<file path="src/shared/clock_ctrl_map.vh">
// register map, field positions, reset values and timing counts of the clock controller
// Notes on behaviour
// - multipliers stay off until software enables
// - halt returns core, skew, slicer registers
// - core register: enable 7, select 6, factor
// - select ignored, crystal used while disabled
// - crystal drives core after any reset
// - core rate is crystal times (factor+1)/2
// - skew enable at bit 7 supplies dot clock
// - skew bit 6 low halves dot output
// - dot rate is crystal times factor plus one
// - pixel gate bit 7 passes pixel clocks
// - slicer enable bit 7 supplies oversampling clock
// - label slicer clocked only with its enable
// - slicer bit 6 doubles prescale to 128 for 8 MHz
// - slicer multiply 777, prescale 64 or 128
// - video mode bit 4 picks 50/60 Hz slicing
`ifndef CLOCK_CTRL_MAP_VH
`define CLOCK_CTRL_MAP_VH
`define OFS_PIXEL_GATE 8'h00FB
`define OFS_SLICER 8'h00FC
`define OFS_CORE 8'h00FD
`define OFS_SKEW 8'h00FE
`define RST_PIXEL_GATE 8'h0000
`define RST_SLICER 8'h0000
`define RST_CORE 8'h0000
`define RST_SKEW 8'h0000
`define MASK_PIXEL_GATE 8'h0080
`define MASK_SLICER 8'h00D0
`define MASK_CORE 8'h00CF
`define MASK_SKEW 8'h00CF
`define BIT_ENABLE 7
`define BIT_SELECT 6
`define BIT_VIDEO_MODE 4
`define FACTOR_MSB 3
`define SLICER_MULT 10'h0309
`define SLICER_PRESCALE_4M 8'h0040
`define SLICER_PRESCALE_8M 8'h0080
`define BYTES_PER_LINE_50 6'h0029
`define BYTES_PER_LINE_60 6'h0021
`define CORE_SETTLE_MS 35
`define SLICER_SETTLE_MS 200
`endif

</file>
<file path="src/hdl/clock_ratio_calc.v">
// ratio arithmetic for the core and dot multipliers
`timescale 1ns/1ps
`include "clock_ctrl_map.vh"
module clock_ratio_calc (
	input wire [3:0] core_factor,
	input wire [3:0] dot_factor,
	input wire dot_bypass,
	output wire [4:0] core_ratio_x2,
	output wire [4:0] dot_ratio,
	output wire [5:0] dot_out_ratio_x2
);
	// core output is crystal * (factor + 1) / 2, expressed as twice the ratio
	assign core_ratio_x2 = {1'b0, core_factor} + 5'h01;
	// dot clock is crystal * (factor + 1)
	assign dot_ratio = {1'b0, dot_factor} + 5'h01;
	// divider active when bypass is low: output ratio is dot_ratio / 2 (half-units equal dot_ratio), else dot_ratio doubled in half-units
	assign dot_out_ratio_x2 = dot_bypass ? {dot_ratio, 1'b0} : {1'b0, dot_ratio};
endmodule

</file>
<file path="src/hdl/timing_clock_multiplier_control.v">
// register page and clock steering of the timing and clock controller
`timescale 1ns/1ps
`include "clock_ctrl_map.vh"
module timing_clock_multiplier_control (
	// single system clock
	input wire CLK,
	// asynchronous reset, active low
	input wire RST_N,
	// high while the processor enters halt
	input wire HALT_ENTRY,
	// register page access
	input wire [7:0] REG_ADDR,
	input wire [7:0] REG_WDATA,
	input wire REG_WR,
	input wire REG_RD,
	output reg [7:0] REG_RDATA,
	// enable bit of the label and signalling slicer, same clock
	input wire LABEL_SLICER_EN,
	// core multiplier controls toward the analog loop and clock switch
	output wire CORE_MULT_ON,
	output wire CORE_USE_MULT,
	output wire [4:0] CORE_RATIO_X2,
	// dot clock multiplier controls
	output wire DOT_MULT_ON,
	output wire DOT_HALF_BYPASS,
	output wire [4:0] DOT_RATIO,
	output wire [5:0] DOT_OUT_RATIO_X2,
	// pixel and display ram clock gate
	output wire PIXEL_CLOCK_PASS,
	// slicer multiplier controls and video mode
	output wire SLICER_MULT_ON,
	output wire LABEL_SLICER_CLOCK_ON,
	output wire [9:0] SLICER_MULT_FACTOR,
	output wire [7:0] SLICER_PRESCALE,
	output wire VIDEO_60HZ,
	output wire [5:0] BYTES_PER_LINE
);
	// register contents, reset to all zeros so every loop is off
	reg [7:0] core_reg; // core_clock_multiplier_ctrl
	reg [7:0] core_next; // core contents after this edge
	reg [7:0] skew_reg; // dot_clock_skew_ctrl
	reg [7:0] skew_next; // skew contents after this edge
	reg [7:0] pixel_reg; // pixel_clock_gate_ctrl
	reg [7:0] pixel_next; // pixel gate contents after this edge
	reg [7:0] slicer_reg; // slicer_clock_ctrl
	reg [7:0] slicer_next; // slicer contents after this edge
	reg [7:0] read_next; // value that a read strobe loads

	// one-hot register pick from the page offset
	wire [3:0] page_hit; // bit 0 pixel, 1 slicer, 2 core, 3 skew
	wire pixel_wr; // write aimed at the pixel gate
	wire slicer_wr; // write aimed at the slicer register
	wire core_wr; // write aimed at the core register
	wire skew_wr; // write aimed at the skew register

	// label slicer enable comes from another block on the same clock, so no synchroniser
	wire core_mult_enable = core_reg[`BIT_ENABLE];
	wire core_clock_select = core_reg[`BIT_SELECT];
	wire dot_mult_enable = skew_reg[`BIT_ENABLE];
	wire dot_half_divider_n = skew_reg[`BIT_SELECT];
	wire slicer_mult_enable = slicer_reg[`BIT_ENABLE];
	wire slicer_prescale_half = slicer_reg[`BIT_SELECT];
	wire video_field_rate_select = slicer_reg[`BIT_VIDEO_MODE];

	// decode a page offset into a one-hot register pick; zero means not ours
	function [3:0] page_decode;
		input [7:0] addr;
		begin
			case (addr)
				`OFS_PIXEL_GATE: begin
					page_decode = 4'h1;
				end
				`OFS_SLICER: begin
					page_decode = 4'h2;
				end
				`OFS_CORE: begin
					page_decode = 4'h4;
				end
				`OFS_SKEW: begin
					page_decode = 4'h8;
				end
				default: begin
					// other page addresses belong to other blocks
					page_decode = 4'h0;
				end
			endcase
		end
	endfunction

	// keep only the writable bits, so reserved bits can never be stored
	function [7:0] keep_writable;
		input [7:0] data;
		input [7:0] mask;
		begin
			keep_writable = data & mask;
		end
	endfunction

	// pick the register that a one-hot decode names; nothing picked reads zero
	function [7:0] read_pick;
		input [3:0] hit;
		input [7:0] core_val;
		input [7:0] skew_val;
		input [7:0] pixel_val;
		input [7:0] slicer_val;
		begin
			case (hit)
				4'h1: begin
					read_pick = pixel_val;
				end
				4'h2: begin
					read_pick = slicer_val;
				end
				4'h4: begin
					read_pick = core_val;
				end
				4'h8: begin
					read_pick = skew_val;
				end
				default: begin
					// unmapped offset
					read_pick = 8'h00;
				end
			endcase
		end
	endfunction

	// address decode shared by the write and read paths
	assign page_hit = page_decode(REG_ADDR);
	assign pixel_wr = REG_WR & page_hit[0];
	assign slicer_wr = REG_WR & page_hit[1];
	assign core_wr = REG_WR & page_hit[2];
	assign skew_wr = REG_WR & page_hit[3];

	// core register next value; halt beats a write in the same cycle
	always @* begin
		core_next = core_reg; // hold by default
		if (HALT_ENTRY) begin
			// halt drops the multiplier and puts the cpu back on the crystal
			core_next = `RST_CORE;
		end else if (core_wr) begin
			// reserved bits 5:4 are never stored
			core_next = keep_writable(REG_WDATA, `MASK_CORE);
		end else begin
			// no access this cycle
			core_next = core_reg;
		end
	end

	// skew register next value; halt beats a write in the same cycle
	always @* begin
		skew_next = skew_reg; // hold by default
		if (HALT_ENTRY) begin
			// halt stops the dot clock loop
			skew_next = `RST_SKEW;
		end else if (skew_wr) begin
			// enable, bypass and factor only
			skew_next = keep_writable(REG_WDATA, `MASK_SKEW);
		end else begin
			// no access this cycle
			skew_next = skew_reg;
		end
	end

	// pixel gate next value; halt leaves it alone, only the loops are stopped
	always @* begin
		pixel_next = pixel_reg; // hold by default
		if (pixel_wr) begin
			// only the gate bit exists
			pixel_next = keep_writable(REG_WDATA, `MASK_PIXEL_GATE);
		end else begin
			// no access this cycle
			pixel_next = pixel_reg;
		end
	end

	// slicer register next value; halt beats a write in the same cycle
	always @* begin
		slicer_next = slicer_reg; // hold by default
		if (HALT_ENTRY) begin
			// halt stops the slicer loop and returns to 50 Hz slicing
			slicer_next = `RST_SLICER;
		end else if (slicer_wr) begin
			// enable, prescale and video mode only
			slicer_next = keep_writable(REG_WDATA, `MASK_SLICER);
		end else begin
			// no access this cycle
			slicer_next = slicer_reg;
		end
	end

	// read source, looked up before the edge so the flop only captures
	always @* begin
		read_next = read_pick(page_hit, core_reg, skew_reg, pixel_reg, slicer_reg);
	end

	// register state; reset leaves multipliers disabled
	always @(posedge CLK or negedge RST_N) begin
		if (!RST_N) begin
			core_reg <= `RST_CORE;
			skew_reg <= `RST_SKEW;
			pixel_reg <= `RST_PIXEL_GATE;
			slicer_reg <= `RST_SLICER;
		end else begin
			core_reg <= core_next;
			skew_reg <= skew_next;
			pixel_reg <= pixel_next;
			slicer_reg <= slicer_next;
		end
	end

	// read data registered one cycle after the read strobe; it stands until the next read
	// reads have no side effects, so a repeated read is always safe
	always @(posedge CLK or negedge RST_N) begin
		if (!RST_N) begin
			// nothing read yet
			REG_RDATA <= 8'h00;
		end else if (REG_RD) begin
			// capture the decoded register
			REG_RDATA <= read_next;
		end else begin
			// keep the last read value
			REG_RDATA <= REG_RDATA;
		end
	end

	// core steering: select only counts while the multiplier runs, guarding the cpu
	// a loop switched off with the select still set falls back to the crystal at once
	assign CORE_MULT_ON = core_mult_enable;
	assign CORE_USE_MULT = core_mult_enable & core_clock_select;
	// dot and pixel paths
	assign DOT_MULT_ON = dot_mult_enable;
	assign DOT_HALF_BYPASS = dot_half_divider_n;
	assign PIXEL_CLOCK_PASS = pixel_reg[`BIT_ENABLE];
	// slicer path: fixed ratios, only the prescale choice moves
	// the multiply factor is a constant because no other setting is allowed
	assign SLICER_MULT_ON = slicer_mult_enable;
	assign LABEL_SLICER_CLOCK_ON = slicer_mult_enable & LABEL_SLICER_EN;
	assign SLICER_MULT_FACTOR = `SLICER_MULT;
	assign SLICER_PRESCALE = slicer_prescale_half ? `SLICER_PRESCALE_8M : `SLICER_PRESCALE_4M;
	assign VIDEO_60HZ = video_field_rate_select;
	assign BYTES_PER_LINE = video_field_rate_select ? `BYTES_PER_LINE_60 : `BYTES_PER_LINE_50;

	// ratio arithmetic
	clock_ratio_calc ratio_u (
		.core_factor(core_reg[`FACTOR_MSB:0]),
		.dot_factor(skew_reg[`FACTOR_MSB:0]),
		.dot_bypass(dot_half_divider_n),
		.core_ratio_x2(CORE_RATIO_X2),
		.dot_ratio(DOT_RATIO),
		.dot_out_ratio_x2(DOT_OUT_RATIO_X2)
	);
endmodule

</file>
<file path="config.mk">
export PLATFORM = sky130hd
export DESIGN_NAME = timing_clock_multiplier_control
export DESIGN_NICKNAME = d
export VERILOG_FILES = /design/src/hdl/clock_ratio_calc.v /design/src/hdl/timing_clock_multiplier_control.v
export VERILOG_INCLUDE_DIRS = /design/src /design/src/shared
export SDC_FILE = /design/constraint.sdc
export NUM_CORES = 1
export LEC_CHECK = 0
export ABC_CLOCK_PERIOD_IN_PS = 1500
export BUFFER_PORTS_ARGS = -buffer_cell sky130_fd_sc_hd__buf_2
export CORE_MARGIN = 8
export CORE_UTILIZATION = 47
export CTS_BUF_LIST = sky130_fd_sc_hd__clkbuf_8
export DETAILED_ROUTE_END_ITERATION = 12
export PLACE_DENSITY = 0.82
export SYNTH_ARGS = -nofsm -noshare
export SYNTH_HDL_FRONTEND = slang
export SYNTH_SLANG_ARGS = --single-unit
</file>
<file path="constraint.sdc">
create_clock -name CLK -period 1.5 [get_ports CLK]
set_clock_uncertainty 0.15 [all_clocks]
set_input_delay 0.15 -clock CLK [delete_from_list [all_inputs] [get_ports CLK]]
set_output_delay 0.15 -clock CLK [all_outputs]
set_load 0.1 [all_outputs]
</file>
==> results of run 1 <==
power by group:
part           leakage, nW  internal [mW]  switching (mW)
registers            0.302          0.621         0.00153
logic                0.817         0.0483           0.323
clock network       0.0269          0.183           0.190
through the flow:
step / setup WS (ns) / power [mW]
2_1_floorplan: -0.686 / 0.989
3_3_place_gp: -0.0212 / 0.996
3_5_place_dp: -0.0285 / 0.999
4_1_cts: -0.305 / 1.37
5_1_grt: -0.353 / 1.41
6_report: -0.311 / 1.37
worst max path at each step:
stage | endpoint | slack, ns | depth (start not counted)
2_1_floorplan | DOT_OUT_RATIO_X2[3] | -0.69 | 4
3_3_place_gp | DOT_RATIO[3] | -0.02 | 4
3_5_place_dp | DOT_OUT_RATIO_X2[2] | -0.03 | 4
4_1_cts | DOT_OUT_RATIO_X2[2] | -0.31 | 4
5_1_grt | DOT_OUT_RATIO_X2[2] | -0.35 | 4
6_report | DOT_OUT_RATIO_X2[2] | -0.31 | 4
critical path, cell delays in order (launching register included):
cell and delay, ns:
dfrtp_2 0.45, ha_4 0.19, xor2_4 0.16, mux2_4 0.28
buf_12 0.17
cell type report:
| class | count | area (um^2) |
|---|---|---|
| inverter | 8 | 41.3 |
| tap | 46 | 57.6 |
| sequential | 23 | 597 |
| fill | 223 | 788 |
| timing repair buffer | 71 | 729 |
| clock inverter | 1 | 3.75 |
| clock buffer | 3 | 41.3 |
| multi-input combinational | 121 | 1000 |
cell families after synthesis:
family                   count (synthesis)  share of synthesized area, %
AO/OA/AOI/OAI                           16                          7.69
XOR/XNOR                                 4                          2.24
adder cells (fa/ha/maj)                  2                          1.60
buffers and inverters                   36                          15.0
flip-flops                              23                          36.8
multiplexers                            19                          12.4
other                                    2                         0.481
AND/OR/NAND/NOR                         58                          23.8
what timing repair did:
action / 4_1_cts / 5_1_grt
buffers inserted: 5 / 2
pin swaps: 9 / 3
resized for setup: 9 / 5
endpoints found under the setup margin: 13 / 15
hold endpoints to repair: 24 / 0
hold buffers: 2 / 0
per-layer routing:
metal  wire (um)  global-route usage, %
met5           0                      0
met4          14                   3.99
met1        1660                   19.4
met2        2280                   27.2
met3         252                   3.27
placed cells by master (no fill, tap or decap), types with 2 or more instances in the layout:
cell           Yosys  final
buf_2              0     33
clkinvlp_4         0      3
a21oi_4            0      2
and3_4             0      2
and2_4             0      3
buf_4             24     12
or2b_1             6      6
dfrtp_4            0      3
clkbuf_8           0      3
nand4_1            2      2
nand4b_1           2      2
inv_2              2      3
nand2b_1          15     15
nand3_2            0      2
dlygate4sd3_1      0      2
buf_12             0     21
nor2b_1            3      3
mux2i_1           16     16
inv_1              6      3
a22oi_1            4      4
ha_4               0      2
conb_1             2     22
xor2_4             0      3
nand2_1           10     10
dfrtp_1           23     12
buf_6              1      3
nor2_4             0      2
dfrtp_2            0      8
o31ai_1            7      7
==> results_dict.tcl, run 1 <==
set metrics [dict create \
    fin_util_pct 75.8 \
    cts-root-buf "clkbuf_8" \
    synth_edf_count 0 \
    die_area_um2 5430 \
    io_pins 78 \
    timing.rr.start "read_pick.skew_val[6]$_DFFE_PN0P_" \
    worstPathMaxFanout 4 \
    yosys.area.top_type "dfrtp_1" \
    arrival_ns 1.51 \
    hold_path_class "in -> reg" \
    setup_viol 12 \
    start_util_pct 48.0 \
    drtIter0Drc 69 \
    tightest_slew_ns 0.504 \
    io_buffer_count 54 \
    grt.overflow.total 0 \
    synth_area_um2 1560 \
    placementRows 21 \
    yosys-top-cells-count "buf_4 (24), dfrtp_1 (23), mux2i_1 (16)" \
    viasPerCell 4.82 \
    p_per_area_nw_per_um2 553 \
    tns_ns -2.19 \
    postSynthAreaPerCell_um2 9.77 \
    num_antenna_cells 0 \
    finalCritPeriodShare_pct 121 \
    synthTopCellsByArea "dfrtp_1 (37%), buf_4 (12%), mux2i_1 (10%), nand2b_1 (6.0%), o31ai_1 (3.4%)" \
    finalMaxSlewViolations 0 \
    cap_violations 0 \
    path_clk_slew_ns 0.08 \
    yosysWarnings 0 \
    grt_pass1_wl_um 6820 \
    leakage_nw 1.15 \
    cts_buffers 3 \
    cp-start-kind "flop" \
    rsz0062_at_grt "true" \
    vias 1315 \
    whs_ns 0.00653 \
    status "finished, violations left" \
    setup_ws_ns -0.311 \
    insertion_delay_ns 0.26 \
    synth.most_common_cell "buf_4" \
    finalCriticalPeriod_ns 1.81 \
    synth_seq_cells 23 \
    die_width_um 73.7 \
    die_h_um 73.7 \
    dp_hpwl_um 3160 \
    cp.required_ns 1.20 \
    violations "negative setup slack" \
    reg2reg_depth 4 \
    wirelength_um 4210 \
    track_usage_pct 15.8 \
    routedWlPerCell_um 15.4 \
    largest_register_ffs 7 \
    holdPathEnd "REG_RDATA[4]$_DFFE_PN0P_" \
    grt_max_degree 24 \
    place_congestion 0.788 \
    critPathKind "reg -> out" \
    hold_depth 3 \
    layout.nets 252 \
    antenna_found_initial 0 \
    fin_cells 273 \
    drive_above_1_share_pct 50.2 \
    syn_to_final_growth_pct 58.0 \
    cts_max_path_buffers 2 \
    regToRegSetupSlack_ns 0.10 \
    core_area_um2 3260 \
    hold_violations 0 \
    cts_tree "yes" \
    syn-instance-count 160 \
    seq_area_frac_synth_pct 36.8 \
    ys_async_sr_fraction_pct 100 \
    clock-sinks 23 \
    htreeDepth 1 \
    min_from "REG_RD" \
    synth_top_flop_cell "dfrtp_1" \
    drt_pass1_iterations 5 \
    dp.cells 262 \
    endpoint_kind "primary output" \
    grt_pass1_vias 1364 \
    synth_top_area_share_pct 36.8 \
    peakVddDrop_uv 428 \
    max_freq_mhz 552 \
    placed_cell_area_um2 2320 \
    final_antenna_net_count 0 \
    synth_cell_types 36 \
    relSlewSlack_pct 66.4 \
    route.detailed.drc 0 \
    r2r-end "REG_RDATA[6]$_DFFE_PN0P_" \
    stdcell_area_um2 2470 \
    timing.critical_path.from "read_pick.skew_val[0]$_DFFE_PN0P_" \
]
Note: power is estimated with default switching activity, not from simulation.
==> run 2: changes to the inputs <==
ABC_CLOCK_PERIOD_IN_PS = 1560   (was 1500)
CORE_UTILIZATION = 43   (was 47)
HOLD_SLACK_MARGIN = 0.06   (was unset)
PLACE_DENSITY = 0.79   (was 0.82)
clock period = 1.56 ns   (was 1.5 ns; I/O delays follow)
==> run 2 against run 1 <==
The flow still finishes with violations (negative setup slack). Die area up 7.3%. Highest routed layer unchanged. Sequential share of layout area down 0.41 points. Largest cell class unchanged. Critical endpoint unchanged. Clock-buffer cell count unchanged.
==> results_dict.tcl, run 2 (synthesis gave the netlist of run 1 again) <==
set metrics [dict create \
    final_antenna_net_count 0 \
    leakage_nw 1.17 \
    finalCritPeriodShare_pct 116 \
    dp.cells 264 \
    cp-start-kind "flop" \
    drt_pass1_iterations 4 \
    setup_viol 9 \
    slowest_delay_ns 0.45 \
    path_clk_slew_ns 0.08 \
    antenna_found_initial 0 \
    reg2reg_depth 4 \
    htreeDepth 1 \
    finalMaxSlewViolations 0 \
    timing.rr.start "read_pick.skew_val[6]$_DFFE_PN0P_" \
    drive_above_1_share_pct 50.4 \
    hold_depth 3 \
    dp_hpwl_um 3280 \
    placed_cell_area_um2 2270 \
    num_antenna_cells 0 \
    setup_ws_ns -0.254 \
    tns_ns -1.47 \
    layout.nets 259 \
    arrival_ns 1.51 \
    clock-sinks 23 \
    cp.required_ns 1.25 \
    drtIter0Drc 88 \
    hold_path_class "in -> reg" \
    cp.buffers_inverters 1 \
    hold_violations 0 \
    wirelength_um 4380 \
    r2r-end "REG_RDATA[6]$_DFFE_PN0P_" \
    grt_pass1_vias 1464 \
    slowest_stage "dfrtp_2" \
    die_h_um 76.3 \
    max_freq_mhz 551 \
    cts_tree "yes" \
    post-place-ws_ns 0.00423 \
    peakVddDrop_uv 564 \
    crit_chain "ha_4 > xor2_4 > mux2_4 > buf_12" \
    cts-root-buf "clkbuf_8" \
    core_area_um2 3580 \
    placementRows 22 \
    p_per_area_nw_per_um2 533 \
    cts_max_path_buffers 2 \
    finalPower_mw 1.34 \
    finalCriticalPeriod_ns 1.81 \
    insertion_delay_ns 0.26 \
    fin_cells 282 \
    tightest_slew_ns 0.517 \
    endpoint_kind "primary output" \
    min_from "REG_WDATA[6]" \
    final_common_cell "buf_2" \
    route.detailed.drc 0 \
    die_width_um 76.3 \
    worstPathMaxFanout 3 \
    critPathKind "reg -> out" \
    place_congestion 0.830 \
    layout_common_cells "buf_2 (35), conb_1 (22), buf_12 (18)" \
    status "finished, violations left" \
    fin_util_pct 70.1 \
    io_buffer_count 54 \
    viasPerCell 4.74 \
    grt_max_degree 24 \
    io_pins 78 \
    start_util_pct 43.7 \
    holdPathEnd "read_pick.skew_val[6]$_DFFE_PN0P_" \
    die_area_um2 5820 \
    grt.overflow.total 0 \
    regToRegSetupSlack_ns 0.18 \
    stdcell_area_um2 2510 \
    cts_buffers 3 \
    track_usage_pct 15.0 \
    largest_register_ffs 7 \
    violations "negative setup slack" \
    relSlewSlack_pct 65.5 \
    grt_pass1_wl_um 7290 \
    crit_family "flip-flops" \
    n_fill_cell 258 \
    rsz0062_at_grt "true" \
    vias 1337 \
    syn_to_final_growth_pct 60.4 \
    cap_violations 0 \
    whs_ns 0.0964 \
    routedWlPerCell_um 15.5 \
]
run 2: metal layers:
metal	vias up	routed length, um	GRT usage (%)
met3	2	202	3.77
met2	45	2470	28.1
met4	0	15	2.50
met1	641	1680	16.8
li1	649	-	-
met5	-	0	0
run 2: how the worst max path moves through the flow:
stage / startpoint / to / depth (start not counted)
final: read_pick.skew_val[1]$_DFFE_PN0P_ / DOT_OUT_RATIO_X2[2] / 4
after CTS: read_pick.skew_val[1]$_DFFE_PN0P_ / DOT_OUT_RATIO_X2[2] / 4
after global routing: read_pick.skew_val[1]$_DFFE_PN0P_ / DOT_OUT_RATIO_X2[2] / 4
after floorplan: read_pick.skew_val[0]$_DFFE_PN0P_ / DOT_OUT_RATIO_X2[3] / 4
after detailed placement: read_pick.skew_val[0]$_DFFE_PN0P_ / DOT_RATIO[3] / 4
after global placement: read_pick.skew_val[0]$_DFFE_PN0P_ / DOT_OUT_RATIO_X2[2] / 4
run 2: final cells by class:
type                       count  area (um^2)  area share (%)
clock buffer                   3         41.3            1.65
sequential                    23          596            23.8
tap                           48         60.1            2.40
timing repair buffer          78          756            30.1
inverter                       8         41.3            1.65
multi-input combinational    121         1010            40.2
clock inverter                 1         5.00           0.200
run 2: tightest hold or removal path: cells and delay by family:
kind	cells	cell delay [ns]
and+or+nand+nor	1	0.12
muxes	1	0.09
buffers and inverters	1	0.11
run 2: repair_timing:
item                       in CTS  in global routing
setup endpoints to repair      11                 13
gates resized for setup        14                  7
hold endpoints to repair       32                  0
hold buffers                    7                  0
pin swaps                       9                  3
setup buffers                   6                  4
run 2: report_power, final:
part | switching [mW] | internal [mW]
registers | 0.00161 | 0.597
logic | 0.313 | 0.0546
clock network | 0.191 | 0.178
==> run 3: changes to the inputs <==
RECOVER_POWER = 50   (was unset)
==> run 3 against run 2 <==
The flow still finishes with violations (negative setup slack). Sequential share of layout area grew 0.071 points. Sequential cell count is the same. Clock-buffer cell count is the same. Clock power is essentially flat. Final cell count is the same. Register-to-register slack is essentially flat. Global-route usage is the same. Die area is the same. Setup slack gained 0.0023 ns.
==> results_dict.tcl, run 3 (synthesis gave the netlist of run 1 again) <==
set metrics [dict create \
    die_h_um 76.3 \
    layout.nets 259 \
    insertion_delay_ns 0.26 \
    leakage_nw 1.16 \
    max_freq_mhz 552 \
    drive_above_1_share_pct 49.1 \
    final_antenna_net_count 0 \
    cap_violations 0 \
    tns_ns -1.45 \
    wirelength_um 4390 \
    io_pins 78 \
    worstPathMaxFanout 3 \
    track_usage_pct 15.0 \
    start_util_pct 43.7 \
    grt_pass1_wl_um 7290 \
    m1WireLength_um 1660 \
    core_area_um2 3580 \
    rsz0062_at_grt "true" \
    peakVddDrop_uv 557 \
    drtIter0Drc 99 \
    placementRows 22 \
    route.detailed.drc 0 \
    status "finished, violations left" \
    wl_met2_um 2500 \
    finalCriticalPeriod_ns 1.81 \
    hold_violations 0 \
    drt_pass1_iterations 4 \
    htreeDepth 1 \
    path_clk_slew_ns 0.08 \
    grt_max_degree 24 \
    final_common_cell "buf_2" \
    routedWlPerCell_um 15.6 \
    antenna_found_initial 0 \
    cp.required_ns 1.25 \
    dp.cells 264 \
    post-place-ws_ns 0.00423 \
    top_layer "met4" \
    critPathKind "reg -> out" \
    tightest_slew_ns 0.583 \
    grt.overflow.total 0 \
    fin_util_pct 69.9 \
    cts-root-buf "clkbuf_8" \
    grt_pass1_vias 1464 \
    layout_common_cells "buf_2 (33), conb_1 (22), buf_12 (18)" \
    whs_ns 0.0991 \
    clock-sinks 23 \
    viasPerCell 4.78 \
    multi_input_area_um2 1000 \
    setup_ws_ns -0.251 \
    setup_viol 9 \
    place_congestion 0.830 \
    cp-start-kind "flop" \
    num_antenna_cells 0 \
    violations "negative setup slack" \
    fin_cells 282 \
    vias 1347 \
    finalMaxSlewViolations 0 \
    largest_register_ffs 7 \
    arrival_ns 1.51 \
    dp_hpwl_um 3280 \
    die_width_um 76.3 \
    route.met3.wl_um 219 \
    die_area_um2 5820 \
    n_fill_cell 262 \
    cts_buffers 3 \
    hold_path_class "in -> reg" \
    syn_to_final_growth_pct 60.0 \
    cts_tree "yes" \
    io_buffer_count 54 \
    seq_area_um2 596 \
    p_per_area_nw_per_um2 532 \
    cts_max_path_buffers 2 \
    finalCritPeriodShare_pct 116 \
    relSlewSlack_pct 61.1 \
    endpoint_kind "primary output" \
]
## run 3: power breakdown
part | total, mW | internal [mW] | switching (mW)
Clock | 0.366 | 0.178 | 0.188
Sequential | 0.599 | 0.597 | 0.00183
Combinational | 0.366 | 0.0540 | 0.312
Total | 1.33 | 0.829 | 0.502
## run 3: per-stage QoR
stage,instance area [um^2],total power [mW]
after floorplan,1800,0.951
after global placement,2270,0.958
after detailed placement,2270,0.960
after CTS,2490,1.33
after global routing,2500,1.38
final,2500,1.33
## run 3: repair_timing
action                     4_1_cts  5_1_grt
hold endpoints to repair        32        0
gates cloned                     0        0
setup endpoints to repair       11       13
resized for setup               14        7
hold buffers                     7        0
setup buffers                    6        4
pin swaps                        9        3
## run 3: worst paths after layout
check / from / endpoint / slack (ns) / depth (start not counted)
max in group asynchronous: RST_N / read_pick.slicer_val[6]$_DFFE_PN0P_ / 0.55 / 2
max: read_pick.skew_val[1]$_DFFE_PN0P_ / DOT_OUT_RATIO_X2[2] / -0.25 / 4
min in group asynchronous: RST_N / read_pick.skew_val[2]$_DFFE_PN0P_ / 0.27 / 2
min reg2reg: REG_RDATA[2]$_DFFE_PN0P_ / REG_RDATA[2]$_DFFE_PN0P_ / 0.34 / 2
min: REG_WDATA[6] / read_pick.skew_val[6]$_DFFE_PN0P_ / 0.1 / 3
max reg2reg: read_pick.skew_val[6]$_DFFE_PN0P_ / REG_RDATA[6]$_DFFE_PN0P_ / 0.18 / 4
## run 3: final cells by class
type	count	share of cell area [%]
clock inverters	1	0.200
multi-input cells	121	40.2
clock buffers	3	1.65
well taps	48	2.40
repair buffers	78	30.1
flip-flops and latches	23	23.8
inverters	8	1.65
## run 3: per-layer routing
layer,up-vias,GRT usage (%)
met5,-,0
met4,0,2.50
met3,2,3.77
met2,48,28.1
met1,647,16.8
li1,650,-
## run 3: critical path, stage by stage, from the launching register on
cell	delay, ns
dfrtp_2	0.45
ha_4	0.19
xor2_4	0.16
mux2_4	0.27
buf_12	0.17
